**src/hw/adc_ctrl_pkg.sv**
```systemverilog
// adc_ctrl_pkg: register map, field positions, reset values and types
// for the converter control block.
// assumes a 32-bit APB bus with byte addresses on an 8-bit offset.
package adc_ctrl_pkg;

    // register offsets (byte addresses)
    localparam logic [7:0] OFF_CTRL0 = 8'h00;
    localparam logic [7:0] OFF_CTRL1 = 8'h04;
    localparam logic [7:0] OFF_CTRL2 = 8'h08;
    localparam logic [7:0] OFF_RES_HI = 8'h0c;
    localparam logic [7:0] OFF_RES_LO = 8'h10;
    localparam logic [7:0] OFF_AUTO = 8'h14;

    // adc_ctrl0_start_channel fields
    localparam int C0_START = 7;
    localparam int C0_BUSY = 6;
    localparam int C0_EN = 5;
    localparam int C0_FMT = 4;
    localparam int C0_CH_MSB = 3;

    // adc_ctrl1_input_ref_clock fields
    localparam int C1_INS_MSB = 7;
    localparam int C1_INS_LSB = 5;
    localparam int C1_REF_MSB = 4;
    localparam int C1_REF_LSB = 3;
    localparam int C1_CKS_MSB = 2;

    // adc_ctrl2_trigger_count fields
    localparam int C2_TSRC_MSB = 7;
    localparam int C2_TSRC_LSB = 6;
    localparam int C2_RPT = 4;
    localparam int C2_CNT_MSB = 2;

    // auto control fields
    localparam int AU_START = 0;
    localparam int AU_TWO = 1;

    // reset values
    localparam logic [7:0] RST_CTRL0 = 8'h00;
    localparam logic [7:0] RST_CTRL1 = 8'h00;
    localparam logic [7:0] RST_CTRL2 = 8'h00;
    localparam logic [7:0] RST_RES = 8'h00;

    // highest routed external channel code
    localparam logic [3:0] EXT_CH_LAST = 4'ha;

    typedef enum logic {CONV_IDLE, CONV_RUN} conv_state_e;

    typedef enum logic [1:0] {
        SIG_BANDGAP, SIG_AMP_A, SIG_AMP_B, SIG_VSS
    } int_sig_e;

    typedef enum logic [1:0] {
        TRG_PWM, TRG_TMR_OVP, TRG_TMR_SW, TRG_SW
    } trig_src_e;

    // analog switch controls towards the converter front end
    typedef struct packed {
        logic ext_on;
        logic [3:0] ext_ch;
        logic int_on;
        int_sig_e int_sig;
        logic ref_int;
    } analog_sel_s;

    // complete state of the control block
    typedef struct packed {
        conv_state_e conv;
        logic start;
        logic en;
        logic fmt;
        logic [3:0] ch;
        logic [7:0] ctrl1;
        logic [1:0] tsrc;
        logic rpt;
        logic [2:0] cnt;
        logic auto_st;
        logic two;
        logic [7:0] rhi;
        logic [7:0] rlo;
        logic [6:0] div;
        logic tick;
        logic go;
        logic tstart;
        logic pwm_p;
        logic ovp_p;
        logic [5:0] done_n;
        logic ch2;
        logic [31:0] rdata;
    } state_s;

endpackage

```
**src/hw/adc_ctrl.sv**
```systemverilog
// adc_ctrl: control registers, start logic, busy flag, input routing,
// reference and clock selection and auto-trigger logic of one converter.
// assumes an APB master, an analog converter answering start with a
// done pulse plus data, and trigger inputs synchronous to REF_CLK_I.
//
// Chosen here: the placing of the registers and the APB interface to the registers.
`timescale 1ns/1ns
module adc_ctrl
    import adc_ctrl_pkg::*;
(
    input wire logic REF_CLK_I,
    input wire logic SYS_RST_I,
    input wire logic CLK_EN_I,
    input wire logic PSEL_I,
    input wire logic PENABLE_I,
    input wire logic PWRITE_I,
    input wire logic [7:0] PADDR_I,
    input wire logic [31:0] PWDATA_I,
    input wire logic [3:0] PSTRB_I,
    output logic [31:0] PRDATA_O,
    output logic PREADY_O,
    output logic PSLVERR_O,
    output logic ADC_PWR_O,
    output logic ADC_START_O,
    input wire logic ADC_DONE_I,
    input wire logic [11:0] ADC_DATA_I,
    output logic CONV_CLK_TICK_O,
    input wire logic PWM_CH0_I,
    input wire logic OVP_CMP_I,
    input wire logic TIMER_OVF_I,
    output logic TIMER_START_O,
    input wire logic [4:0] CH1_SEL_I,
    input wire logic [4:0] CH2_SEL_I,
    output analog_sel_s ANALOG_SEL_O,
    output logic [10:0] PIN_ANALOG_O
);

    // group size for a count code
    function automatic logic [5:0] group_size(input logic [2:0] c);
        case (c)
            3'h0: group_size = 6'h00;
            3'h1: group_size = 6'h01;
            3'h2: group_size = 6'h02;
            3'h3: group_size = 6'h04;
            3'h4: group_size = 6'h08;
            default: group_size = 6'h10;
        endcase
    endfunction

    // divider mask for a clock select code
    function automatic logic [6:0] div_mask(input logic [2:0] c);
        div_mask = 7'(({7'h00, 1'b1} << c) - 8'h01);
    endfunction

    // internal signal for a channel select input code
    function automatic int_sig_e chan_int(input logic [3:0] c);
        case (c)
            4'h1: chan_int = SIG_AMP_A;
            4'h2: chan_int = SIG_AMP_B;
            4'h3: chan_int = SIG_VSS;
            default: chan_int = SIG_BANDGAP;
        endcase
    endfunction

    state_s q;
    state_s n;
    logic acc;
    logic wr;
    logic rd_setup;
    logic hit_c0, hit_c1, hit_c2, hit_hi, hit_lo, hit_au, mapped;
    logic wr_c0, wr_c1, wr_c2, wr_au;
    logic auto_mode, two_mode, busy;
    logic pwm_rise, ovp_rise, as_rise, start_fall;
    logic manual_go, trig, auto_go, rpt_set, conv_done, grp_end;
    logic [5:0] target;
    logic [4:0] chan_sel;
    logic [2:0] ins;
    logic int_pick;
    analog_sel_s asel;

    assign acc = PSEL_I & PENABLE_I;
    assign wr = acc & PWRITE_I & PSTRB_I[0];
    assign rd_setup = PSEL_I & ~PENABLE_I & ~PWRITE_I;

    // address decode
    always_comb
    begin
        hit_c0 = 1'b0;
        hit_c1 = 1'b0;
        hit_c2 = 1'b0;
        hit_hi = 1'b0;
        hit_lo = 1'b0;
        hit_au = 1'b0;
        if (PADDR_I == OFF_CTRL0)
            hit_c0 = 1'b1;
        else if (PADDR_I == OFF_CTRL1)
            hit_c1 = 1'b1;
        else if (PADDR_I == OFF_CTRL2)
            hit_c2 = 1'b1;
        else if (PADDR_I == OFF_RES_HI)
            hit_hi = 1'b1;
        else if (PADDR_I == OFF_RES_LO)
            hit_lo = 1'b1;
        else if (PADDR_I == OFF_AUTO)
            hit_au = 1'b1;
    end

    assign mapped = hit_c0 | hit_c1 | hit_c2 | hit_hi | hit_lo | hit_au;
    assign wr_c0 = wr & hit_c0;
    assign wr_c1 = wr & hit_c1;
    assign wr_c2 = wr & hit_c2;
    assign wr_au = wr & hit_au;

    // mode decode
    assign auto_mode = q.cnt != 3'h0;
    assign two_mode = auto_mode & q.two;
    assign busy = q.conv == CONV_RUN;
    assign target = two_mode ? 6'(group_size(q.cnt) << 1)
                             : group_size(q.cnt);

    assign pwm_rise = PWM_CH0_I & ~q.pwm_p;
    assign ovp_rise = OVP_CMP_I & ~q.ovp_p;
    assign as_rise = wr_au & PWDATA_I[AU_START] & ~q.auto_st;

    // manual start on the falling half of the start pulse
    assign start_fall = wr_c0 & q.start & ~PWDATA_I[C0_START];
    assign manual_go = ~auto_mode & start_fall & q.en & ~busy;

    // trigger source selection
    always_comb
    begin
        trig = 1'b0;
        case (trig_src_e'(q.tsrc))
            TRG_PWM: trig = pwm_rise & q.auto_st;
            TRG_TMR_OVP: trig = TIMER_OVF_I & q.auto_st;
            TRG_TMR_SW: trig = TIMER_OVF_I & q.auto_st;
            default: trig = as_rise;
        endcase
        trig = trig & auto_mode;
    end

    assign auto_go = trig & q.en & ~busy;
    assign rpt_set = trig & busy;
    assign conv_done = busy & q.en & ADC_DONE_I;
    assign grp_end = conv_done & auto_mode & (q.done_n + 6'h01 == target);

    always_comb
    begin
        n = q;
        n.go = 1'b0;
        n.pwm_p = PWM_CH0_I;
        n.ovp_p = OVP_CMP_I;
        // timer start from comparator or auto-start edge
        n.tstart = auto_mode & (
            (q.tsrc == TRG_TMR_OVP & ovp_rise & q.auto_st) |
            (q.tsrc == TRG_TMR_SW & as_rise));
        n.div = q.div + 7'h01;
        n.tick = (q.div & div_mask(q.ctrl1[C1_CKS_MSB:0]))
            == div_mask(q.ctrl1[C1_CKS_MSB:0]);
        if (wr_c0)
        begin
            n.start = PWDATA_I[C0_START];
            n.en = PWDATA_I[C0_EN];
            n.fmt = PWDATA_I[C0_FMT];
            n.ch = PWDATA_I[C0_CH_MSB:0];
        end
        if (wr_c1)
            n.ctrl1 = PWDATA_I[7:0];
        if (wr_c2)
        begin
            n.tsrc = PWDATA_I[C2_TSRC_MSB:C2_TSRC_LSB];
            n.cnt = PWDATA_I[C2_CNT_MSB:0];
            n.done_n = 6'h00;
            n.ch2 = 1'b0;
            // software clears only by writing zero
            if (!PWDATA_I[C2_RPT])
                n.rpt = 1'b0;
        end
        if (n.cnt != 3'h0)
            n.fmt = 1'b1;
        case (q.conv)
            CONV_IDLE:
            begin
                if (manual_go | auto_go)
                begin
                    n.conv = CONV_RUN;
                    n.go = 1'b1;
                end
            end
            CONV_RUN:
            begin
                // disable abandons the conversion, results hold
                if (!q.en)
                    n.conv = CONV_IDLE;
                else if (ADC_DONE_I)
                begin
                    if (q.fmt)
                    begin
                        n.rhi = {4'h0, ADC_DATA_I[11:8]};
                        n.rlo = ADC_DATA_I[7:0];
                    end
                    else
                    begin
                        n.rhi = ADC_DATA_I[11:4];
                        n.rlo = {ADC_DATA_I[3:0], 4'h0};
                    end
                    n.conv = CONV_IDLE;
                    if (auto_mode)
                    begin
                        n.done_n = q.done_n + 6'h01;
                        n.ch2 = two_mode & ~q.ch2;
                    end
                    if (grp_end)
                    begin
                        n.done_n = 6'h00;
                        n.ch2 = 1'b0;
                        n.auto_st = 1'b0;
                    end
                end
            end
            default: n.conv = CONV_IDLE;
        endcase
        if (wr_au)
        begin
            n.auto_st = PWDATA_I[AU_START];
            n.two = PWDATA_I[AU_TWO];
        end
        if (as_rise)
            n.rpt = 1'b0;
        // hardware set wins over any clear
        if (rpt_set)
            n.rpt = 1'b1;
        // read data captured in the setup phase
        if (rd_setup)
        begin
            n.rdata = 32'h0000_0000;
            if (hit_c0)
                n.rdata[7:0] = {q.start, busy, q.en, q.fmt, q.ch};
            else if (hit_c1)
                n.rdata[7:0] = q.ctrl1;
            else if (hit_c2)
                n.rdata[7:0] = {q.tsrc, 1'b0, q.rpt, 1'b0, q.cnt};
            else if (hit_hi)
                n.rdata[7:0] = q.rhi;
            else if (hit_lo)
                n.rdata[7:0] = q.rlo;
            else if (hit_au)
                n.rdata[7:0] = {6'h00, q.two, q.auto_st};
        end
    end

    always_ff @(posedge REF_CLK_I or posedge SYS_RST_I)
    begin
        if (SYS_RST_I)
        begin
            q <= '0;
            q.conv <= CONV_IDLE;
            q.start <= RST_CTRL0[C0_START];
            q.en <= RST_CTRL0[C0_EN];
            q.fmt <= RST_CTRL0[C0_FMT];
            q.ch <= RST_CTRL0[C0_CH_MSB:0];
            q.ctrl1 <= RST_CTRL1;
            q.tsrc <= RST_CTRL2[C2_TSRC_MSB:C2_TSRC_LSB];
            q.rpt <= RST_CTRL2[C2_RPT];
            q.cnt <= RST_CTRL2[C2_CNT_MSB:0];
            q.rhi <= RST_RES;
            q.rlo <= RST_RES;
        end
        else if (CLK_EN_I)
            q <= n;
    end

    // input routing
    assign chan_sel = q.ch2 ? CH2_SEL_I : CH1_SEL_I;
    assign ins = q.ctrl1[C1_INS_MSB:C1_INS_LSB];
    assign int_pick = (ins >= 3'h1) & (ins <= 3'h4);

    always_comb
    begin
        asel.int_sig = SIG_BANDGAP;
        asel.ref_int = q.ctrl1[C1_REF_MSB:C1_REF_LSB] == 2'b01;
        if (two_mode)
        begin
            asel.int_on = ~chan_sel[4];
            asel.int_sig = chan_int(chan_sel[3:0]);
            asel.ext_ch = chan_sel[3:0];
        end
        else
        begin
            asel.int_on = int_pick;
            if (int_pick)
                asel.int_sig = int_sig_e'(2'(ins - 3'h1));
            asel.ext_ch = q.ch;
        end
        // external path only for valid codes, no internal pick
        asel.ext_on = ~asel.int_on & (asel.ext_ch <= EXT_CH_LAST);
    end

    assign ANALOG_SEL_O = asel;
    // pin taken over as analog input
    assign PIN_ANALOG_O = asel.ext_on ? 11'(11'h001 << asel.ext_ch)
                                      : 11'h000;

    assign PRDATA_O = q.rdata;
    assign PREADY_O = CLK_EN_I;
    assign PSLVERR_O = acc & ~mapped;
    assign ADC_PWR_O = q.en;
    assign ADC_START_O = q.go;
    assign CONV_CLK_TICK_O = q.tick;
    assign TIMER_START_O = q.tstart;
endmodule // adc_ctrl

```
**config.mk**
```make
export PLATFORM = sky130hd
export DESIGN_NAME = adc_ctrl
export DESIGN_NICKNAME = d
export VERILOG_FILES = /design/src/hw/adc_ctrl_pkg.sv /design/src/hw/adc_ctrl.sv
export SDC_FILE = /design/constraint.sdc
export NUM_CORES = 1
export LEC_CHECK = 0
export ABC_AREA = 1
export BUFFER_PORTS_ARGS = -buffer_cell sky130_fd_sc_hd__buf_2
export CAP_MARGIN = 20
export CORE_ASPECT_RATIO = 0.8
export CORE_UTILIZATION = 30
export DETAILED_ROUTE_END_ITERATION = 8
export GPL_TIMING_DRIVEN = 0
export PLACE_DENSITY = 0.59
export SYNTH_ARGS = -nofsm -noshare
export SYNTH_HDL_FRONTEND = slang
export SYNTH_SLANG_ARGS = --single-unit
```
**constraint.sdc**
```tcl
create_clock -name REF_CLK_I -period 1.9 [get_ports REF_CLK_I]
set_input_delay 0.38 -clock REF_CLK_I [delete_from_list [all_inputs] [get_ports REF_CLK_I]]
set_output_delay 0.38 -clock REF_CLK_I [all_outputs]
set_load 0.02 [all_outputs]
```
# ---- Yosys cells after proc, flatten, opt, wreduce, memory -nomap -nowiden
# Cells that the tools add are included.
dict set report op_classes {
  n_bitwise 57
  mux 58
  reduce_logical 21
  mul 0
  magnitude_cmp 3
  n_eq_ne 18
  n_div 0
  n_addsub 4
  shift 2
}
# cell n
set op_table {}
lappend op_table {{7-bit two-way mux} 7}
lappend op_table {{8-bit two-way mux} 5}
lappend op_table {{1-bit AND} 37}
lappend op_table {{1-bit two-way mux} 33}
lappend op_table {{5-bit one-hot mux with 5 select lines} 1}
lappend op_table {{8-bit by 4-bit equality test with 1-bit output (second input constant)} 2}
lappend op_table {{8-bit by 5-bit equality test with 1-bit output (second input constant)} 2}
lappend op_table {{16-bit two-way mux} 1}
lappend op_table {{1-bit NOT} 12}
lappend op_table {{2-bit AND reduction} 6}
lappend op_table {{11-bit two-way mux} 1}
lappend op_table {{1-bit by 4-bit left shift with 11-bit output (first input constant)} 1}
lappend op_table {{5-bit two-way mux} 2}
lappend op_table {{2-bit nonzero test} 5}
lappend op_table {{3-bit nonzero test} 3}
lappend op_table {{4-bit by 2-bit equality test with 1-bit output (second input constant)} 2}
lappend op_table {{8-bit by 3-bit equality test with 1-bit output (second input constant)} 1}
lappend op_table {{8-bit zero test} 1}
lappend op_table {{7-bit by 1-bit adder with 7-bit output (second input constant)} 1}
lappend op_table {{7-bit AND} 1}
lappend op_table {{7-bit equality test} 1}
lappend op_table {{1-bit bitwise OR} 7}
lappend op_table {{1-bit by 3-bit left shift with 7-bit output (first input constant)} 1}
lappend op_table {{7-bit by 1-bit subtractor with 7-bit output (second input constant)} 1}
lappend op_table {{24 further kinds} 29}
dict set report word_totals {
  n_memories 0
  ram_bits 0
  input_bits 76
  reg_bits 67
  latchBits 0
  romBits 0
  output_inout_bits 58
  elab_cells 185
}

# ---- Logic depth before layout (Yosys ltp)
dict set report depth {
  depth_word 17
  depth_mapped 14
  mapped_depth_nobuf 14
}

# ---- Worst setup path before layout
# No wires, ideal clock.
dict set report synth_timing {
  path_type {register -> output}
  startpoint {reg q[69] (netlist bit)}
  endpoint {out PIN_ANALOG_O[10]}
  path_stages_with_launch 12
  t_required_ps 1520
  arrival_time_ps 1847
  path_buffers 0
  path_slack_ps -327
  path_cell_list {dfrtp_1 -> inv_2 -> nand2_4 -> nor2_8 -> nor2_8 -> nand2_1 -> o21ai_2 -> nand2_2 -> nand2_1 -> a21oi_2 -> nand2_1 -> nor2_1}
}
# item line
set synth_lines {}
lappend synth_lines {{start, declared} adc_ctrl.sv:65} ;# state_s q;
lappend synth_lines {{start signal, assigned} adc_ctrl.sv:270} ;# q <= n;
lappend synth_lines {{end, declared} adc_ctrl.sv:35} ;# output logic [10:0] PIN_ANALOG_O

# ---- Worst setup path after layout
dict set report layout_timing {
  startpoint {reg q[69] (netlist bit)}
  endpoint {out PIN_ANALOG_O[10]}
}
dict set report layout_via {
  elab_chain_cells 6
  word_cells_on_any_way 8
  classes_between {order compare: 1; shift: 1; mux: 2; bitwise: 3; reduce/logical: 1}
}
# item line
set layout_rtl {}
lappend layout_rtl {{3-bit nonzero test (*)} adc_ctrl.sv:115} ;# assign auto_mode = q.cnt != 3'h0;
lappend layout_rtl {{1-bit AND (*)} adc_ctrl.sv:116} ;# assign two_mode = auto_mode & q.two;
lappend layout_rtl {{7-bit two-way mux (*)} adc_ctrl.sv:282} ;# if (two_mode)
lappend layout_rtl {{4-bit less-or-equal comparator or 1-bit NOT (tied branches)} adc_ctrl.sv:296} ;# asel.ext_on = ~asel.int_on & (asel.ext_ch <= EXT_CH_LAST);
lappend layout_rtl {{1-bit AND} adc_ctrl.sv:296}
lappend layout_rtl {{11-bit two-way mux (*)} adc_ctrl.sv:301} ;# assign PIN_ANALOG_O = asel.ext_on ? 11'(11'h001 << asel.ext_ch)
# Mark *: on every way between the ends. The rest lies on a longest branch, timed or not.

==> out/metrics.cfg <==
[setup_path]
slowest_stage = dfrtp_1
crit_required_ns = 1.52
critPathKind = flip-flop to output port
critPathMaxFanout = 5
cpPeakStageDelay_ns = 0.38
crit_chain = inv_2, nand2_4, nor2_8, nor2_8, buf_12, o21ai_4, nand2_2, nand2_2, a21oi_4, nand2_4, nor2_4, buf_6
r2r-end = q[32]$_DFFE_PP0P_
cp.arrival_ns = 1.96
rr_startpoint = q[71]$_DFFE_PP0P_
r2r_slack_ns = 0.11
critPathCaptureType = output port
start_kind = flip-flop
reg2reg_depth = 14

[cells_and_area]
diodes = 0
fill_cells = 1450
drive_gt1_frac = 0.315
final_common_cell = nand2_1
utilization = 0.423
fin_nets = 858
area_delta_synth_final_pct = 35.8
finalInstanceArea_mm2 = 0.00613
layout_common_cells = nand2_1 (154), inv_1 (74), buf_2 (71)

[die]
start_util = 0.311
die_h_um = 112
dieArea_mm2 = 0.0155
die_x_um = 139
num_rows = 39
io-pin-count = 134
core_area_mm2 = 0.0145

[synthesis]
syn_area_per_cell_um2 = 7.09
yosysUniqueCellTypes = 42
yosysSeqAreaShare = 0.371
syn_area_mm2 = 0.00451
ys_warn_count = 0
synth_seq_cells = 67
syn_inst = 637

[route]
ant_nets = 0
vias_per_cell = 4.66
drc = 11
vias = 4491
firstDrtPassIters = 9
wl_per_cell_um = 13.6
drt_iter0_drc = 285
routed_wl_mm = 13.1

[global_route]
grt_max_degree = 30
grt_pass1_wl_mm = 20.9
grt_pass1_vias = 4035
grtUsageTotal = 0.172
antenna_found_initial = 0
gr-total-overflow = 0

[place]
dp_slack_ns = -0.302
place_hpwl_mm = 9.94
place_congestion = 0.849
dpl_cell_area_mm2 = 0.00537
io_buffers = 81

[status]
violations = DRC, setup timing
status = finished, violations left

[timing]
rsz0062_at_grt = yes
max_freq_mhz = 427
final_hold_viol_count = 0
skew_ns = 0.00442
whs_ns = 0.00899
finalMaxSlewViolations = 0
setup_tns_ns = -5.27
min_period_over_period = 1.23
post-route-worst-setup-slack_ns = -0.440
setup_viol = 19
min_period_ns = 2.34

[worst_hold_path]
hp-class = input pin to asynchronous set/reset pin

[pwr]
switchingPower_mw = 1.47
powerDensity_mw_per_mm2 = 779
p_sw_frac = 0.308
pwr-share-seq = 0.374
power.leakage_nw = 3.11
pwr-share-comb = 0.241
irDropWorstVdd_v = 0.000581
p_int_mw = 3.31
clkPwrFrac = 0.385

[cts]
cts.sinks = 67
h-tree-depth = 3
cts_tree = done
insertion_delay_ns = 0.32
numCtsBuffers = 9
cts-root-buf = clkbuf_16
clockBufferDepth = 2
cts_hold_buf = 0
clk_pin_slew_ns = 0.06

[job]
cap_violations = 0

-- logic make-up after synthesis --
kind of cell / share of synthesized area
compound gates: 0.144
xor+xnor: 0.0116
fa+ha+maj: 0.0194
buf+inv: 0.155
flops: 0.371
mux: 0.0147
other cells: 0.000831
simple gates: 0.283
-- cell type report --
class                   instances  area, um2  share of cell area
multi-input cells             452       2470               0.402
flip-flops and latches         67       1680               0.274
inverters                      88        344              0.0561
clock inverters                 4       72.6              0.0118
well taps                     184        230              0.0375
plain buffers                  53        379              0.0618
clock buffers                  12        256              0.0418
repair buffers                104        704               0.115
-- worst max-delay path by stage --
stage               depth (start not counted)                to               from
global placement                           12  PIN_ANALOG_O[10]  q[69]$_DFFE_PP0P_
detailed placement                         12  PIN_ANALOG_O[10]  q[69]$_DFFE_PP0P_
global route                               12   PIN_ANALOG_O[8]  q[69]$_DFFE_PP0P_
floorplan                                  11  PIN_ANALOG_O[10]  q[69]$_DFFE_PP0P_
CTS                                        12   PIN_ANALOG_O[9]  q[69]$_DFFE_PP0P_
finish                                     12  PIN_ANALOG_O[10]  q[69]$_DFFE_PP0P_
-- power groups by stage --
stage                     Sequential, mW  Clock (mW)  Combinational, mW
after global placement              1.80           0               1.05
after detailed placement            1.81           0               1.07
after floorplan                     1.77           0              0.809
final                               1.79        1.84               1.15
after global routing                1.81        1.92               1.29
after CTS                           1.78        1.87               1.10
-- per-stage QoR --
| stage | cells | total power [mW] |
|---|---|---|
| 5_1_grt | 964 | 5.02 |
| 3_5_place_dp | 927 | 2.88 |
| 2_1_floorplan | 660 | 2.58 |
| 4_1_cts | 955 | 4.75 |
| 3_3_place_gp | 925 | 2.86 |
| 6_report | 964 | 4.77 |
-- cell usage after synthesis --
cell	instances	share of area
nand2_4	1	0.0025
buf_4	33	0.055
xor2_1	3	0.0058
nor3_1	5	0.0055
inv_2	8	0.0067
buf_2	7	0.0078
nor2_8	2	0.0089
inv_1	79	0.066
a21boi_0	1	0.0017
mux2_2	5	0.012
clkbuf_8	3	0.0091
buf_1	1	0.00083
conb_1	1	0.00083
nand3_2	3	0.0067
nor2_4	1	0.0025
nor4_1	2	0.0028
o21ai_2	3	0.0058
nor3_2	1	0.0022
o211ai_1	5	0.0083
a21oi_1	26	0.029
clkbuf_1	8	0.0067
nand2_1	164	0.14
mux2i_1	1	0.0022
buf_6	1	0.0025
o221ai_1	2	0.0039
inv_4	1	0.0014
nor2_1	61	0.051
o22ai_1	6	0.0083
o21ai_1	3	0.0033
nor2_2	4	0.0055
a31oi_1	10	0.014
nand3_1	37	0.041
nand4_1	10	0.014
xnor2_1	3	0.0058
o21ai_4	1	0.0036
o31ai_1	2	0.0033
a21oi_2	1	0.0019
o21ai_0	55	0.061
dfrtp_1	67	0.37
nand2_2	2	0.0028
and3_1	1	0.0014
ha_1	7	0.019
-- registers in the layout, indices dropped and copies added (netlist names) --
register and flops:
ADC_START_O 1, busy 1, ins 3, TIMER_START_O 1
ADC_PWR_O 1, q 51, CONV_CLK_TICK_O 1, PRDATA_O 8
-- timing repair --
| action | 4_1_cts | 5_1_grt |
|---|---|---|
| setup buffers | 12 | 10 |
| gates resized for setup | 28 | 59 |
| hold endpoints to repair | 0 | 0 |
| pin swaps | 9 | 10 |
| setup endpoints to repair | 23 | 43 |
-- worst max-delay path, delay by kind of cell, from the launching register on --
| family | cells | cell delay (ns) |
|---|---|---|
| and+or+nand+nor | 7 | 0.68 |
| AOI/OAI and AO/OA | 2 | 0.24 |
| DFF | 1 | 0.38 |
| buffers and inverters | 3 | 0.32 |
-- layer usage --
metal	track usage	share of wire
met3	0.0340	0.069
met4	0.0356	0.0057
met2	0.258	0.43
met1	0.254	0.50
met5	0	0
No activity file was read; power rests on OpenSTA's default activity.
